==> src/verilog/osc_select_pkg.sv <==
// Package: register map, field layout, encodings and timing for oscillator select
package osc_select_pkg;

	// ****************************************
	// Register map (byte addresses)
	// ****************************************
	localparam logic [7:0] CTRL_ADDR = 8'h00;
	localparam logic [7:0] CFG_ADDR = 8'h04;

	// ****************************************
	// Clock control and configuration register fields
	// ****************************************
	localparam int CUR_GROUP_LSB = 12;
	localparam int REQ_GROUP_LSB = 8;
	localparam int LOCK_BIT = 5;
	localparam int READY_BIT = 4;
	localparam int STARTUP_BIT = 3;
	localparam int SEC_EN_BIT = 1;
	localparam int PIN_FN_LSB = 16;
	localparam int PLL_MULT_LSB = 20;
	localparam int PRI_MODE_LSB = 24;

	// ****************************************
	// Encodings
	// ****************************************
	localparam logic [1:0] GRP_SECONDARY = 2'h0;
	localparam logic [1:0] GRP_FAST_RC = 2'h1;
	localparam logic [1:0] GRP_SLOW_RC = 2'h2;
	localparam logic [1:0] GRP_PRIMARY = 2'h3;

	localparam logic [3:0] PM_EXT_CLK = 4'hB;
	localparam logic [3:0] PM_EXT_CLK_IO = 4'hC;
	localparam logic [3:0] PM_EXT_CLK_PLL4 = 4'hD;
	localparam logic [3:0] PM_EXT_CLK_PLL8 = 4'hE;
	localparam logic [3:0] PM_EXT_CLK_PLL16 = 4'hF;
	localparam logic [3:0] PM_EXT_RC = 4'h9;
	localparam logic [3:0] PM_EXT_RC_IO = 4'h8;
	localparam logic [3:0] PM_MED_XTAL = 4'h4;
	localparam logic [3:0] PM_MED_XTAL_PLL4 = 4'h5;
	localparam logic [3:0] PM_MED_XTAL_PLL8 = 4'h6;
	localparam logic [3:0] PM_MED_XTAL_PLL16 = 4'h7;
	localparam logic [3:0] PM_LOW_XTAL = 4'h0;
	localparam logic [3:0] PM_HS_XTAL = 4'h2;
	localparam logic [3:0] PM_FRC_PLL4 = 4'h1;
	localparam logic [3:0] PM_FRC_PLL8 = 4'hA;
	localparam logic [3:0] PM_FRC_PLL16 = 4'h3;

	localparam logic [1:0] PLL_OFF = 2'h0;
	localparam logic [1:0] PLL_X4 = 2'h1;
	localparam logic [1:0] PLL_X8 = 2'h2;
	localparam logic [1:0] PLL_X16 = 2'h3;

	localparam logic [1:0] PIN_CRYSTAL = 2'h0;
	localparam logic [1:0] PIN_CLK_OUT = 2'h1;
	localparam logic [1:0] PIN_GPIO = 2'h2;

	// ****************************************
	// Timing
	// ****************************************
	localparam int STARTUP_WIDTH = 10;
	localparam int STARTUP_PERIODS = 1024;
	localparam int CLK_OUT_DIV = 4;

	// Decoded choice for the active source
	typedef struct packed {
		logic [1:0] pll_mult;
		logic [1:0] pin_fn;
		logic needs_startup;
		logic use_fast_rc;
	} source_info_t;

	// Stored clock-control fields
	typedef struct packed {
		logic [1:0] cur_group;
		logic [1:0] req_group;
		logic sec_en;
	} ctrl_fields_t;

endpackage : osc_select_pkg

==> src/verilog/oscillator_source_select.sv <==
// Module: oscillator source selection, start-up gating and clock control register
// Operation
// - Reset takes the clock source from configuration; software may change it later.
// - Two-bit group field picks group; four-bit field picks primary mode.
// - Group 11 primary, 00 secondary crystal, 01 fast RC, 10 slow RC.
// - Primary mode codes map to clock, RC, crystal and PLL choices.
// - Second pin: clock/4 output, general I/O, or crystal pin by mode.
// - Ten-bit start-up counter counts 1024 oscillator periods before release.
// - Start-up delay applies on power-on, brown-out reset and Sleep wake-up.
// - Only crystal modes wait for start-up; others release at once.
// - Secondary oscillator enable keeps the 32 kHz oscillator running, even asleep.
// - Secondary oscillator clocks the device only with group 00 and enable set.
// - Returning from secondary to main oscillator still waits its start-up delay.
// - PLL multiplies primary or fast RC clock by four, eight or sixteen.
// - PLL lock status tracks lock and shows as a read-only bit.
// - Clock control register holds switching controls and clock status bits.
// - Reset loads current and requested group from the group configuration.
// - Current group status is read-only and shows the group in effect.
//
// Chosen here: the placing of the registers and the APB slave port.
`timescale 1ns/1ps
`default_nettype none

module oscillator_source_select (
	input wire logic sys_clk,
	input wire logic rst_n,
	input wire logic por_bor_event,
	input wire logic sleep_wake,
	input wire logic switch_go,
	input wire logic [1:0] osc_group_config,
	input wire logic [3:0] primary_mode_config,
	input wire logic osc_pulse_in,
	input wire logic pll_lock_in,
	input wire logic psel,
	input wire logic penable,
	input wire logic pwrite,
	input wire logic [7:0] paddr,
	input wire logic [31:0] pwdata,
	output logic [31:0] prdata,
	output logic pready,
	output logic pslverr,
	output logic [1:0] current_group_status,
	output logic [1:0] pll_mult,
	output logic secondary_osc_run,
	output logic secondary_is_clock,
	output logic sys_clk_release,
	output logic clock_out_function,
	output logic pin2_out,
	output logic pin2_oe_n
);

	// ****************************************
	// Source decode
	// ****************************************
	function automatic osc_select_pkg::source_info_t decode_source(
		input logic [1:0] grp,
		input logic [3:0] mode
	);
		osc_select_pkg::source_info_t info;
		info = '0;
		info.pin_fn = osc_select_pkg::PIN_GPIO;
		if (grp == osc_select_pkg::GRP_PRIMARY)
		begin
			case (mode)
				osc_select_pkg::PM_EXT_CLK, osc_select_pkg::PM_EXT_RC:
					info.pin_fn = osc_select_pkg::PIN_CLK_OUT;
				osc_select_pkg::PM_EXT_CLK_IO, osc_select_pkg::PM_EXT_RC_IO:
					info.pin_fn = osc_select_pkg::PIN_GPIO;
				osc_select_pkg::PM_EXT_CLK_PLL4:
					info.pll_mult = osc_select_pkg::PLL_X4;
				osc_select_pkg::PM_EXT_CLK_PLL8:
					info.pll_mult = osc_select_pkg::PLL_X8;
				osc_select_pkg::PM_EXT_CLK_PLL16:
					info.pll_mult = osc_select_pkg::PLL_X16;
				osc_select_pkg::PM_MED_XTAL, osc_select_pkg::PM_LOW_XTAL,
				osc_select_pkg::PM_HS_XTAL:
				begin
					info.pin_fn = osc_select_pkg::PIN_CRYSTAL;
					info.needs_startup = 1'b1;
				end
				osc_select_pkg::PM_MED_XTAL_PLL4:
				begin
					info.pin_fn = osc_select_pkg::PIN_CRYSTAL;
					info.needs_startup = 1'b1;
					info.pll_mult = osc_select_pkg::PLL_X4;
				end
				osc_select_pkg::PM_MED_XTAL_PLL8:
				begin
					info.pin_fn = osc_select_pkg::PIN_CRYSTAL;
					info.needs_startup = 1'b1;
					info.pll_mult = osc_select_pkg::PLL_X8;
				end
				osc_select_pkg::PM_MED_XTAL_PLL16:
				begin
					info.pin_fn = osc_select_pkg::PIN_CRYSTAL;
					info.needs_startup = 1'b1;
					info.pll_mult = osc_select_pkg::PLL_X16;
				end
				osc_select_pkg::PM_FRC_PLL4:
				begin
					info.use_fast_rc = 1'b1;
					info.pll_mult = osc_select_pkg::PLL_X4;
				end
				osc_select_pkg::PM_FRC_PLL8:
				begin
					info.use_fast_rc = 1'b1;
					info.pll_mult = osc_select_pkg::PLL_X8;
				end
				osc_select_pkg::PM_FRC_PLL16:
				begin
					info.use_fast_rc = 1'b1;
					info.pll_mult = osc_select_pkg::PLL_X16;
				end
				default:
					info.pin_fn = osc_select_pkg::PIN_GPIO;
			endcase
		end
		else if (grp == osc_select_pkg::GRP_SECONDARY)
			info.needs_startup = 1'b1;
		else if (grp == osc_select_pkg::GRP_FAST_RC)
			info.use_fast_rc = 1'b1;
		return info;
	endfunction : decode_source

	// ****************************************
	// State
	// ****************************************
	typedef struct packed {
		osc_select_pkg::ctrl_fields_t ctrl;
		logic [2:0] lock_sync;
		logic [2:0] osc_sync;
		logic osc_level;
		logic lock_stat;
		logic first;
		logic restart;
		logic [1:0] div_cnt;
		logic clk_out;
		logic [31:0] rdata;
		logic ready;
		logic err;
		logic [1:0] pll;
		logic [1:0] pin_fn;
		logic sec_run;
		logic sec_clk;
		logic rel;
		logic oe_n;
	} top_state_t;

	top_state_t state;
	top_state_t next_state;
	osc_select_pkg::source_info_t info;
	logic tick;
	logic running;
	logic released;
	logic access;

	assign access = psel && penable && !state.ready;
	// A rise counts once the second and third stages agree on it
	assign tick = state.osc_sync[1] && state.osc_sync[2] && !state.osc_level;

	always_comb
	begin
		next_state = state;
		info = decode_source(state.ctrl.cur_group, primary_mode_config);
		next_state.osc_sync = {state.osc_sync[1:0], osc_pulse_in};
		next_state.lock_sync = {state.lock_sync[1:0], pll_lock_in};
		// One-cycle glitches on the pins never reach the filtered levels
		if (state.osc_sync[1] == state.osc_sync[2])
			next_state.osc_level = state.osc_sync[2];
		if (state.lock_sync[1] == state.lock_sync[2])
			next_state.lock_stat = state.lock_sync[2];
		next_state.restart = 1'b0;
		next_state.first = 1'b0;
		next_state.ready = 1'b0;
		next_state.err = 1'b0;
		if (state.first || por_bor_event)
		begin
			// Configuration captured after reset release, not under reset
			next_state.ctrl.cur_group = osc_group_config;
			next_state.ctrl.req_group = osc_group_config;
			next_state.restart = 1'b1;
		end
		else if (sleep_wake)
			next_state.restart = 1'b1;
		else if (switch_go && state.ctrl.req_group != state.ctrl.cur_group)
		begin
			next_state.ctrl.cur_group = state.ctrl.req_group;
			next_state.restart = 1'b1;
		end
		if (access)
		begin
			next_state.ready = 1'b1;
			if (paddr == osc_select_pkg::CTRL_ADDR)
			begin
				if (pwrite)
				begin
					next_state.ctrl.req_group =
						pwdata[osc_select_pkg::REQ_GROUP_LSB +: 2];
					next_state.ctrl.sec_en = pwdata[osc_select_pkg::SEC_EN_BIT];
				end
				next_state.rdata = '0;
				next_state.rdata[osc_select_pkg::CUR_GROUP_LSB +: 2] =
					state.ctrl.cur_group;
				next_state.rdata[osc_select_pkg::REQ_GROUP_LSB +: 2] =
					state.ctrl.req_group;
				next_state.rdata[osc_select_pkg::LOCK_BIT] = state.lock_stat;
				next_state.rdata[osc_select_pkg::READY_BIT] = released;
				next_state.rdata[osc_select_pkg::STARTUP_BIT] = running;
				next_state.rdata[osc_select_pkg::SEC_EN_BIT] = state.ctrl.sec_en;
				next_state.rdata[osc_select_pkg::PIN_FN_LSB +: 2] = state.pin_fn;
				next_state.rdata[osc_select_pkg::PLL_MULT_LSB +: 2] = state.pll;
			end
			else if (paddr == osc_select_pkg::CFG_ADDR)
			begin
				next_state.rdata = '0;
				next_state.rdata[1:0] = osc_group_config;
				next_state.rdata[osc_select_pkg::PRI_MODE_LSB +: 4] =
					primary_mode_config;
				next_state.err = pwrite;
			end
			else
			begin
				next_state.rdata = '0;
				next_state.err = 1'b1;
			end
		end
		// Divide-by-four clock out only when the pin carries it
		if (tick)
			next_state.div_cnt = state.div_cnt + 2'h1;
		next_state.clk_out = (info.pin_fn == osc_select_pkg::PIN_CLK_OUT)
			&& state.div_cnt[1];
		next_state.pll = info.pll_mult;
		next_state.pin_fn = info.pin_fn;
		next_state.oe_n = info.pin_fn != osc_select_pkg::PIN_CLK_OUT;
		next_state.sec_run = state.ctrl.sec_en;
		next_state.sec_clk = state.ctrl.sec_en &&
			state.ctrl.cur_group == osc_select_pkg::GRP_SECONDARY;
		next_state.rel = released && !next_state.restart && !state.restart;
	end

	always_ff @(posedge sys_clk)
	begin
		if (!rst_n)
		begin
			state <= '0;
			state.first <= 1'b1;
			state.oe_n <= 1'b1;
		end
		else
			state <= next_state;
	end

	startup_timer #(
		.WIDTH(osc_select_pkg::STARTUP_WIDTH)
	) u_startup (
		.sys_clk(sys_clk),
		.rst_n(rst_n),
		.restart(state.restart),
		.needs_count(info.needs_startup),
		.osc_tick(tick),
		.running(running),
		.released(released)
	);

	assign prdata = state.rdata;
	assign pready = state.ready;
	assign pslverr = state.err;
	assign current_group_status = state.ctrl.cur_group;
	assign pll_mult = state.pll;
	assign secondary_osc_run = state.sec_run;
	assign secondary_is_clock = state.sec_clk;
	assign sys_clk_release = state.rel;
	assign clock_out_function = state.clk_out;
	assign pin2_out = state.clk_out;
	assign pin2_oe_n = state.oe_n;
endmodule : oscillator_source_select

`default_nettype wire

==> src/verilog/startup_timer.sv <==
// Module: oscillator start-up counter gating the released clock
`timescale 1ns/1ps
`default_nettype none

module startup_timer #(
	parameter int WIDTH = osc_select_pkg::STARTUP_WIDTH
) (
	input wire logic sys_clk,
	input wire logic rst_n,
	input wire logic restart,
	input wire logic needs_count,
	input wire logic osc_tick,
	output logic running,
	output logic released
);

	typedef struct packed {
		logic [WIDTH-1:0] count;
		logic running;
		logic released;
	} timer_state_t;

	timer_state_t state;
	timer_state_t next_state;

	always_comb
	begin
		next_state = state;
		if (restart)
		begin
			// Each restart begins again from zero; the clock is gated only when a count is needed
			next_state.count = '0;
			next_state.running = needs_count;
			next_state.released = !needs_count;
		end
		else if (state.running && osc_tick)
		begin
			next_state.count = state.count + 1'b1;
			if (&state.count)
			begin
				next_state.running = 1'b0;
				next_state.released = 1'b1;
			end
		end
	end

	always_ff @(posedge sys_clk)
	begin
		if (!rst_n)
			state <= '0;
		else
			state <= next_state;
	end

	assign running = state.running;
	assign released = state.released;

endmodule : startup_timer

`default_nettype wire
==> config.mk <==
export PLATFORM = sky130hd
export DESIGN_NAME = oscillator_source_select
export DESIGN_NICKNAME = d
export VERILOG_FILES = /design/src/verilog/osc_select_pkg.sv /design/src/verilog/oscillator_source_select.sv /design/src/verilog/startup_timer.sv
export SDC_FILE = /design/constraint.sdc
export NUM_CORES = 1
export LEC_CHECK = 0
export ABC_AREA = 1
export ABC_CLOCK_PERIOD_IN_PS = 3500
export BUFFER_PORTS_ARGS = -buffer_cell sky130_fd_sc_hd__buf_2
export CORE_UTILIZATION = 33
export CTS_CLUSTER_SIZE = 16
export DETAILED_ROUTE_END_ITERATION = 10
export PLACE_DENSITY = 0.67
export SYNTH_ARGS = -nofsm -noshare
export SYNTH_HDL_FRONTEND = slang
export SYNTH_SLANG_ARGS = --single-unit
==> constraint.sdc <==
create_clock -name sys_clk -period 3.5 [get_ports sys_clk]
set_clock_uncertainty 0.15 [all_clocks]
set_input_delay 0.35 -clock sys_clk [delete_from_list [all_inputs] [get_ports sys_clk]]
set_output_delay 0.35 -clock sys_clk [all_outputs]
set_load 0.005 [all_outputs]
==> results of run 1 <==
==> final timing paths <==
| path | end | depth (start not counted) | slack, ns | startpoint |
|---|---|---|---|---|
| worst min register to register | next_state[54]$_SDFF_PN0_ | 2 | 0.26 | next_state[53]$_SDFF_PN0_ |
| worst max register to register | prdata[25]$_SDFFE_PN0P_ | 5 | 1.91 | pready$_SDFF_PN0_ |
| worst min-delay path | next_state[53]$_SDFF_PN0_ | 3 | 0.05 | pll_lock_in |
| worst max-delay path | prdata[25]$_SDFFE_PN0P_ | 5 | 1.91 | pready$_SDFF_PN0_ |
==> worst max-delay path, delay by kind of cell (launching register included) <==
family | cells | cell delay (ns)
AND/OR/NAND/NOR | 3 | 0.75
flip-flops | 1 | 0.33
AO/OA/AOI/OAI | 1 | 0.15
buffers and inverters | 1 | 0.13
==> synthesized netlist by cell type <==
master and count:
a31oi_1 1, buf_6 1, nor2_2 4, nor2_8 1, nor3b_2 1, nor3_2 2, nor2_4 5, dfxtp_1 57
a21oi_1 26, inv_2 3, nand3_4 1, nand4_1 2, nor2_1 29, o21ai_1 6, nand2_2 2, nand2_1 69
a21o_1 1, ha_1 2, o21ai_0 21, buf_2 4, inv_1 41, o21a_1 1, conb_1 1, nor3_1 3
clkbuf_1 1, nand3_1 18, buf_4 38, nand3_2 2, a211oi_1 1, inv_4 2
==> sequential cells by signal (all words and copies together), names as in the netlist <==
name	cells
clock_out_function	1
current_group_status	2
next_state	5
pin2_oe_n	1
pll_mult	2
prdata	17
pready	1
pslverr	1
secondary_is_clock	1
secondary_osc_run	1
state	12
sys_clk_release	1
u_startup.released	1
u_startup.running	1
u_startup.state	10
==> stage by stage <==
step                hold slack, ns  power (mW)  setup slack (ns)  util (%)  instance area, um2
floorplan                    0.240       0.789              2.16         -                2680
global placement             0.243       0.803              1.71      35.8                2770
detailed placement           0.256       0.805              1.72      35.8                2770
CTS                         0.0347        1.45              1.88      38.6                2980
global route                0.0557        1.50              1.74      38.6                2980
finish                      0.0507        1.43              1.91      38.6                2980
==> cell families after synthesis <==
group | count (synthesis)
fa+ha+maj | 2
compound gates | 57
buf+inv | 90
flops | 57
other cells | 1
simple gates | 139
==> cell type report <==
| type | count | area (um2) |
|---|---|---|
| Clock buffer | 13 | 179 |
| Clock inverter | 2 | 35.0 |
| Fill cell | 798 | 4750 |
| Inverter | 46 | 178 |
| Multi-Input combinational cell | 213 | 1040 |
| Sequential cell | 57 | 1140 |
| Tap cell | 102 | 128 |
| Timing Repair Buffer | 55 | 275 |
==> power breakdown <==
part           internal [mW]  switching, mW  total, mW  leakage, nW
logic                 0.0397         0.0651      0.105        0.856
clock network          0.401          0.243      0.644        0.112
registers              0.670         0.0148      0.685        0.465
total                   1.11          0.323       1.43         1.43
==> routing by layer <==
| metal | GRT usage (%) | vias to the layer above |
|---|---|---|
| li1 | - | 1108 |
| met1 | 15.7 | 909 |
| met2 | 21.8 | 41 |
| met3 | 4.94 | 10 |
| met4 | 5.16 | 0 |
| met5 | 0 | - |
==> flow_summary.ini, run 1 <==
[pwr]
p_per_area_mw_per_mm2 = 481
peakVddDrop_mv = 0.246
cellLeakagePower_nw = 1.43

[clocking]
cts_setup_buffers = 0
cts_tree = built
clk_pin_slew_ns = 0.06
htree_levels = 3
cts.path.max_buffers = 2
cts_hold_buf = 0
insertion_delay_ns = 0.33
cts_resized = 0
ctsRootBufferMaster = clkbuf_8
cts-buffers-inserted = 9
cts_num_sinks = 57

[synthesis]
syn_area_per_cell_um2 = 7.60
synth-xor-area-share_pct = 0
synthSimpleGateAreaFrac_pct = 25.4
yosysWarnings = 0
ys_seq_area_share_pct = 43.4
yosysTopAreaCellShare_pct = 43.4
syn_area_mm2 = 0.00263
ys_seq_elements = 57
synthCells = 346
post-synth-top-area-cell = dfxtp_1
synthDistinctLibCells = 30
synth_fa_ha_area_share_pct = 0.951
ys_top_cells_by_area = dfxtp_1 (43%), buf_4 (11%), nand2_1 (9.8%)
synth_mux_area_share_pct = 0
synth_top_family_by_area = simple AND/OR/NAND/NOR gates
synth_compound_area_share_pct = 11.2

[routing]
first_pass_iters = 4
highest_layer = met4
drc = 0
vias = 2068
wl_met2_um = 2460
wl_met1_um = 2390
antenna_left = 0
drt_iter0_markers = 115
drt-vias-per-instance = 4.24
drt-total-wl_um = 5170
post_drt_wl_per_cell_um = 10.6
wl_met3_um = 246

[placed_design]
globalplace.congestion = 0.806
dp_hpwl_um = 3880
port_buffers = 55
placedCellCount = 473

[timing]
fmaxAchievable_mhz = 629
slew_violations = 0
relSlewSlack_pct = 59.6
grt_setup_unrepaired = no
period_minus_slack_ns = 1.59
timing.final.crit_share_pct = 45.4
worst_slew_pin_slew_ns = 0.607
hold_violations = 0
finalSetupTns_ns = 0
setup_viol_count_final = 0

[final_layout]
drive_gt1_share_pct = 24.1
n_antenna_cell = 0
layout_commonest_cell = nand2_1
final_cell_mix = nand2_1 (69), dfxtp_1 (57), buf_2 (55)
final_cell_count_no_fill = 488
area_delta_synth_final_pct = 13.3
fin_nets = 440

[floorplan]
die_height_um = 91.3
dieWidth_um = 91.3
rows = 32
num_io_pins = 100
die-area_mm2 = 0.00833
coreArea_mm2 = 0.00773
start_util_pct = 34.1

[grt]
grt_first_pass_wirelength_um = 8580
antenna_found_initial = 0
grtUsageTotal_pct = 13.3
overflow = 0
grt_pass1_vias = 1896
grt_max_degree = 36

[critical_path]
endpoint_kind = register
critPathLaunchType = register
setup.worst_path.class = register to register
worst-path-max-fanout = 26
arrival_ns = 1.70
path_cells = nor2_4, inv_4, nor2_8, nand3_2, o21ai_1
worstPathRequired_ns = 3.61
crit_slowest_cell = nor2_4
slowest_delay_ns = 0.49

[job]
cap_violations = 0

[outcome]
status = completed

[min_path]
min_path_type = input pin to register
Note: power is estimated with default switching activity, not from simulation.
==> run 2, diff against run 1 <==
Settings changed: ABC_CLOCK_PERIOD_IN_PS 3500 to 1500.
Clock period 3.5 ns to 1.5 ns, I/O delays scaled along.
==> run 2 against run 1 <==
Against the previous run:
- routed wire length grew 5.3%
- total power grew to 2.5 times the previous value
- register-to-register slack lost 1.8 ns
- design area grew 8.3%
- clock power grew to 2.7 times the previous value
- flip-flop and latch count is the same
- via count grew 5.4%
- non-clock buffer count grew 20
- worst hold slack gained 0.0054 ns
- global-route usage grew 1.2 points
- critical path type unchanged
- critical endpoint is now u_startup.state[9]$_SDFFE_PP0P_
- highest routed layer unchanged
==> flow_summary.ini, run 2 (same netlist as run 1, synthesis figures left out) <==
[critical_path]
endpoint_kind = register
slowest_delay_ns = 0.35
worstPathRequired_ns = 1.58
crit_top_cell = nand2_1
crit_slowest_cell = dfxtp_2
setup.worst_path.class = register to register
worst-path-max-fanout = 6
worst-path-buf-inv = 0
arrival_ns = 1.46
critPathLaunchType = register
path_cells = ha_4, nand3_4, nor2_4, nand2_1, nor2_2, nand2_1, nand2_1, nor2_1
cp_top_family = simple AND/OR/NAND/NOR gates

[final_layout]
fin_nets = 460
post-route-util_pct = 41.8
fillers = 789
n_antenna_cell = 0
largest_reg_flops = 17
multiInputGateArea_mm2 = 0.00106
area_delta_synth_final_pct = 22.7
drive_gt1_share_pct = 25.8
layout_commonest_cell = nand2_1
final-seq-area_mm2 = 0.00115
final_cell_mix = nand2_1 (69), buf_2 (55), dfxtp_1 (53)

[floorplan]
dieWidth_um = 91.3
die-area_mm2 = 0.00833
rows = 32
die_height_um = 91.3
start_util_pct = 34.1
num_io_pins = 100
coreArea_mm2 = 0.00773

[clocking]
clk_pin_slew_ns = 0.07
cts-buffers-inserted = 9
insertion_delay_ns = 0.34
cts_tree = built
cts.path.max_buffers = 2
htree_levels = 3
ctsRootBufferMaster = clkbuf_8
cts_num_sinks = 57

[pwr]
peakVddDrop_mv = 0.533
cellLeakagePower_nw = 1.53
p_per_area_mw_per_mm2 = 1130

[placed_design]
globalplace.congestion = 0.823
dp_hpwl_um = 3960
port_buffers = 55

[routing]
antenna_left = 0
drt-total-wl_um = 5450
first_pass_iters = 4
drt_iter0_markers = 101
drc = 0
vias = 2180
drt-vias-per-instance = 4.28
post_drt_wl_per_cell_um = 10.7

[timing]
grt_setup_unrepaired = no
setup_viol_count_final = 0
timing.final.crit_share_pct = 92.4
fmaxAchievable_mhz = 722
period_minus_slack_ns = 1.39
finalSetupTns_ns = 0
hold_violations = 0
slew_violations = 0

[grt]
antenna_found_initial = 0
grt_max_degree = 25
overflow = 0
grt_first_pass_wirelength_um = 9340
grtUsageTotal_pct = 14.5
grt_pass1_vias = 2115

[job]
cap_violations = 0

[min_path]
min_path_type = input pin to register

[outcome]
status = completed
[run 2: per-layer routing]
metal  vias to the layer above  wire length, um  track usage, %
li1                       1145                -               -
met1                       978             2430            16.7
met2                        46             2670            24.2
met3                        11              224            3.94
met4                         0              126            8.47
met5                         -                0               0
[run 2: worst reg2reg max path, stage by stage (launching register included)]
cell	delay, ns
dfxtp_2	0.35
ha_4	0.16
nand3_4	0.13
nor2_4	0.15
nand2_1	0.08
nor2_2	0.11
nand2_1	0.06
nand2_1	0.05
nor2_1	0.04
[run 2: power by group]
part,switching [mW],internal [mW],total [mW]
logic,0.159,0.127,0.286
clock network,0.612,1.15,1.76
registers,0.0341,1.56,1.60
total,0.805,2.84,3.64
[run 2: what timing repair did]
item,CTS,global route
resized for setup,0,7
setup endpoints to repair,0,4
hold endpoints to repair,15,0
buffers inserted,0,1
hold buffers,14,0
[run 2: cell type report]
cell class / instances / area share, %
Multi-Input combinational cell: 213 / 32.8
Clock buffer: 11 / 4.38
Tap cell: 102 / 3.95
Clock inverter: 5 / 3.18
Timing Repair Buffer: 75 / 14.7
Inverter: 46 / 5.50
Sequential cell: 57 / 35.5
[run 2: worst paths after layout]
kind                                           startpoint                              end  slack (ns)  cells past startpoint
worst min register to register  next_state[50]$_SDFF_PN0_        next_state[51]$_SDFF_PN0_        0.26                      2
worst min-delay path                  osc_group_config[1]           prdata[1]$_SDFFE_PN0P_        0.06                      5
worst max register to register       state[51]$_SDFF_PN0_  u_startup.state[9]$_SDFFE_PP0P_        0.11                      8
worst max-delay path                 state[51]$_SDFF_PN0_  u_startup.state[9]$_SDFFE_PP0P_        0.11                      8
[run 2: through the flow]
| step | hold WS [ns] | setup WS, ns | power [mW] | std cells | instance area, um2 |
|---|---|---|---|---|---|
| floorplan | 0.0930 | 0.162 | 1.84 | 360 | 2680 |
| global placement | 0.189 | 0.0995 | 1.88 | 478 | 2820 |
| detailed placement | 0.187 | 0.0702 | 1.89 | 478 | 2820 |
| CTS | 0.0398 | 0.0221 | 3.68 | 508 | 3200 |
| global route | 0.0895 | 0.00390 | 3.81 | 509 | 3230 |
| finish | 0.0561 | 0.115 | 3.64 | 509 | 3230 |
==> run 3, diff against run 2 <==
Settings changed: CORE_MARGIN set to 2.
==> run 3 against run 2 <==
Against the previous run:
- count of clock-buffer cells in the layout is 1 lower
- total power is 16% lower
- worst hold slack worse by 0.041 ns
- first-iteration DRC count is 11% higher
- critical path type unchanged
- critical endpoint is now u_startup.state[10]$_SDFFE_PP0P_
==> flow_summary.ini, run 3 (same netlist as run 1, synthesis figures left out) <==
[clocking]
clk_pin_slew_ns = 0.06
cts.path.max_buffers = 2
cts_num_sinks = 57
cts_tree = built
ctsRootBufferMaster = clkbuf_8
htree_levels = 3
cts-buffers-inserted = 9
insertion_delay_ns = 0.33

[timing]
fmaxAchievable_mhz = 709
finalSetupTns_ns = 0
hold_violations = 0
fin_hold_ws_ns = 0.0146
slew_violations = 0
period_minus_slack_ns = 1.41
timing.final.crit_share_pct = 94.0
setup_viol_count_final = 0
fin_ws_ns = 0.0902
grt_setup_unrepaired = no

[placed_design]
globalplace.congestion = 0.812
place_worst_setup_slack_ns = 0.0793
dp_hpwl_um = 4050
place_area_mm2 = 0.00282
port_buffers = 55

[final_layout]
postLayoutCellArea_mm2 = 0.00313
fin_nets = 459
fillers = 805
drive_gt1_share_pct = 25.2
n_antenna_cell = 0
area_delta_synth_final_pct = 19.1
post-route-util_pct = 40.5
largest_reg_flops = 17
final_cell_mix = nand2_1 (69), dfxtp_1 (55), buf_2 (55)
layout_commonest_cell = nand2_1

[floorplan]
start_util_pct = 34.1
rows = 32
coreArea_mm2 = 0.00773
die_height_um = 93.3
num_io_pins = 100
die-area_mm2 = 0.00870
dieWidth_um = 93.3

[grt]
antenna_found_initial = 0
top_usage_layer = met2
grt_pass1_vias = 2085
grt_first_pass_wirelength_um = 9180
grt_max_degree = 25
met2_usage_pct = 22.0
met3_usage_pct = 3.71
overflow = 0
grt_use_met1_pct = 16.1
grtUsageTotal_pct = 13.6

[job]
cap_violations = 0

[pwr]
cellLeakagePower_nw = 1.48
p_per_area_mw_per_mm2 = 977
peakVddDrop_mv = 0.399

[outcome]
status = completed

[critical_path]
worst-path-max-fanout = 6
worstPathRequired_ns = 1.56
critPathLaunchType = register
setup.worst_path.class = register to register
endpoint_kind = register
r2r_slack_ns = 0.09
arrival_ns = 1.47

[routing]
vias = 2198
post_drt_wl_per_cell_um = 10.8
drt-total-wl_um = 5470
drt_iter0_markers = 112
first_pass_iters = 4
antenna_left = 0
drc = 0
drt-vias-per-instance = 4.34

[min_path]
min_path_type = input pin to register
==> run 3: cell types whose count changed in the layout (fill, tap and decap cells not counted) <==
cell,delta
bufinv_16,-3
dfxtp_1,+2
dfxtp_2,-2
clkbuf_8,-1
clkinv_2,+1
clkinv_4,+1
clkinvlp_4,+1
dlygate4sd3_1,-1
==> run 3: final timing paths <==
check,startpoint,end,cells after the start
worst max-delay path,state[51]$_SDFF_PN0_,u_startup.state[10]$_SDFFE_PP0P_,8
worst min-delay path,sleep_wake,state[45]$_SDFF_PN0_,5
worst min register to register,next_state[53]$_SDFF_PN0_,next_state[54]$_SDFF_PN0_,2
worst max register to register,state[51]$_SDFF_PN0_,u_startup.state[10]$_SDFFE_PP0P_,8
==> run 3: critical path: stages (launching register included) <==
cell and delay [ns]:
dfxtp_1 0.38, ha_4 0.18, nand3_4 0.13, nor2_4 0.14
nand2_2 0.07, nor2_2 0.10, nand2_1 0.06, nand2_1 0.05
nor2_1 0.04
==> run 3: metrics by stage <==
stage | cells | power [mW]
after global placement | 478 | 1.89
after floorplan | 360 | 1.84
after detailed placement | 478 | 1.89
final | 507 | 3.06
after global routing | 507 | 3.24
after CTS | 506 | 3.10
==> run 3: layer usage <==
layer | wire, um | up-vias
li1 | - | 1148
met1 | 2420 | 988
met2 | 2630 | 50
met3 | 278 | 12
met4 | 152 | 0
met5 | 0 | -
==> run 3: layout make-up <==
cell class	count	area, um2	area share (%)
inverter	46	178	5.67
clock buffer	10	128	4.07
clock inverter	5	33.8	1.08
timing repair buffer	74	463	14.8
multi-input combinational	213	1060	33.8
sequential	57	1140	36.5
tap	102	128	4.07
==> run 3: report_power, final <==
group / switching (mW) / internal, mW / total, mW
clock network: 0.592 / 0.585 / 1.18
registers: 0.0342 / 1.56 / 1.60
logic: 0.161 / 0.125 / 0.285
==> run 3: repair_timing <==
item                                    in CTS  in global routing
buffers inserted                             0                  1
hold endpoints to repair                    14                  0
hold buffers                                13                  0
endpoints found under the setup margin       0                  4
resized for setup                            0                  5
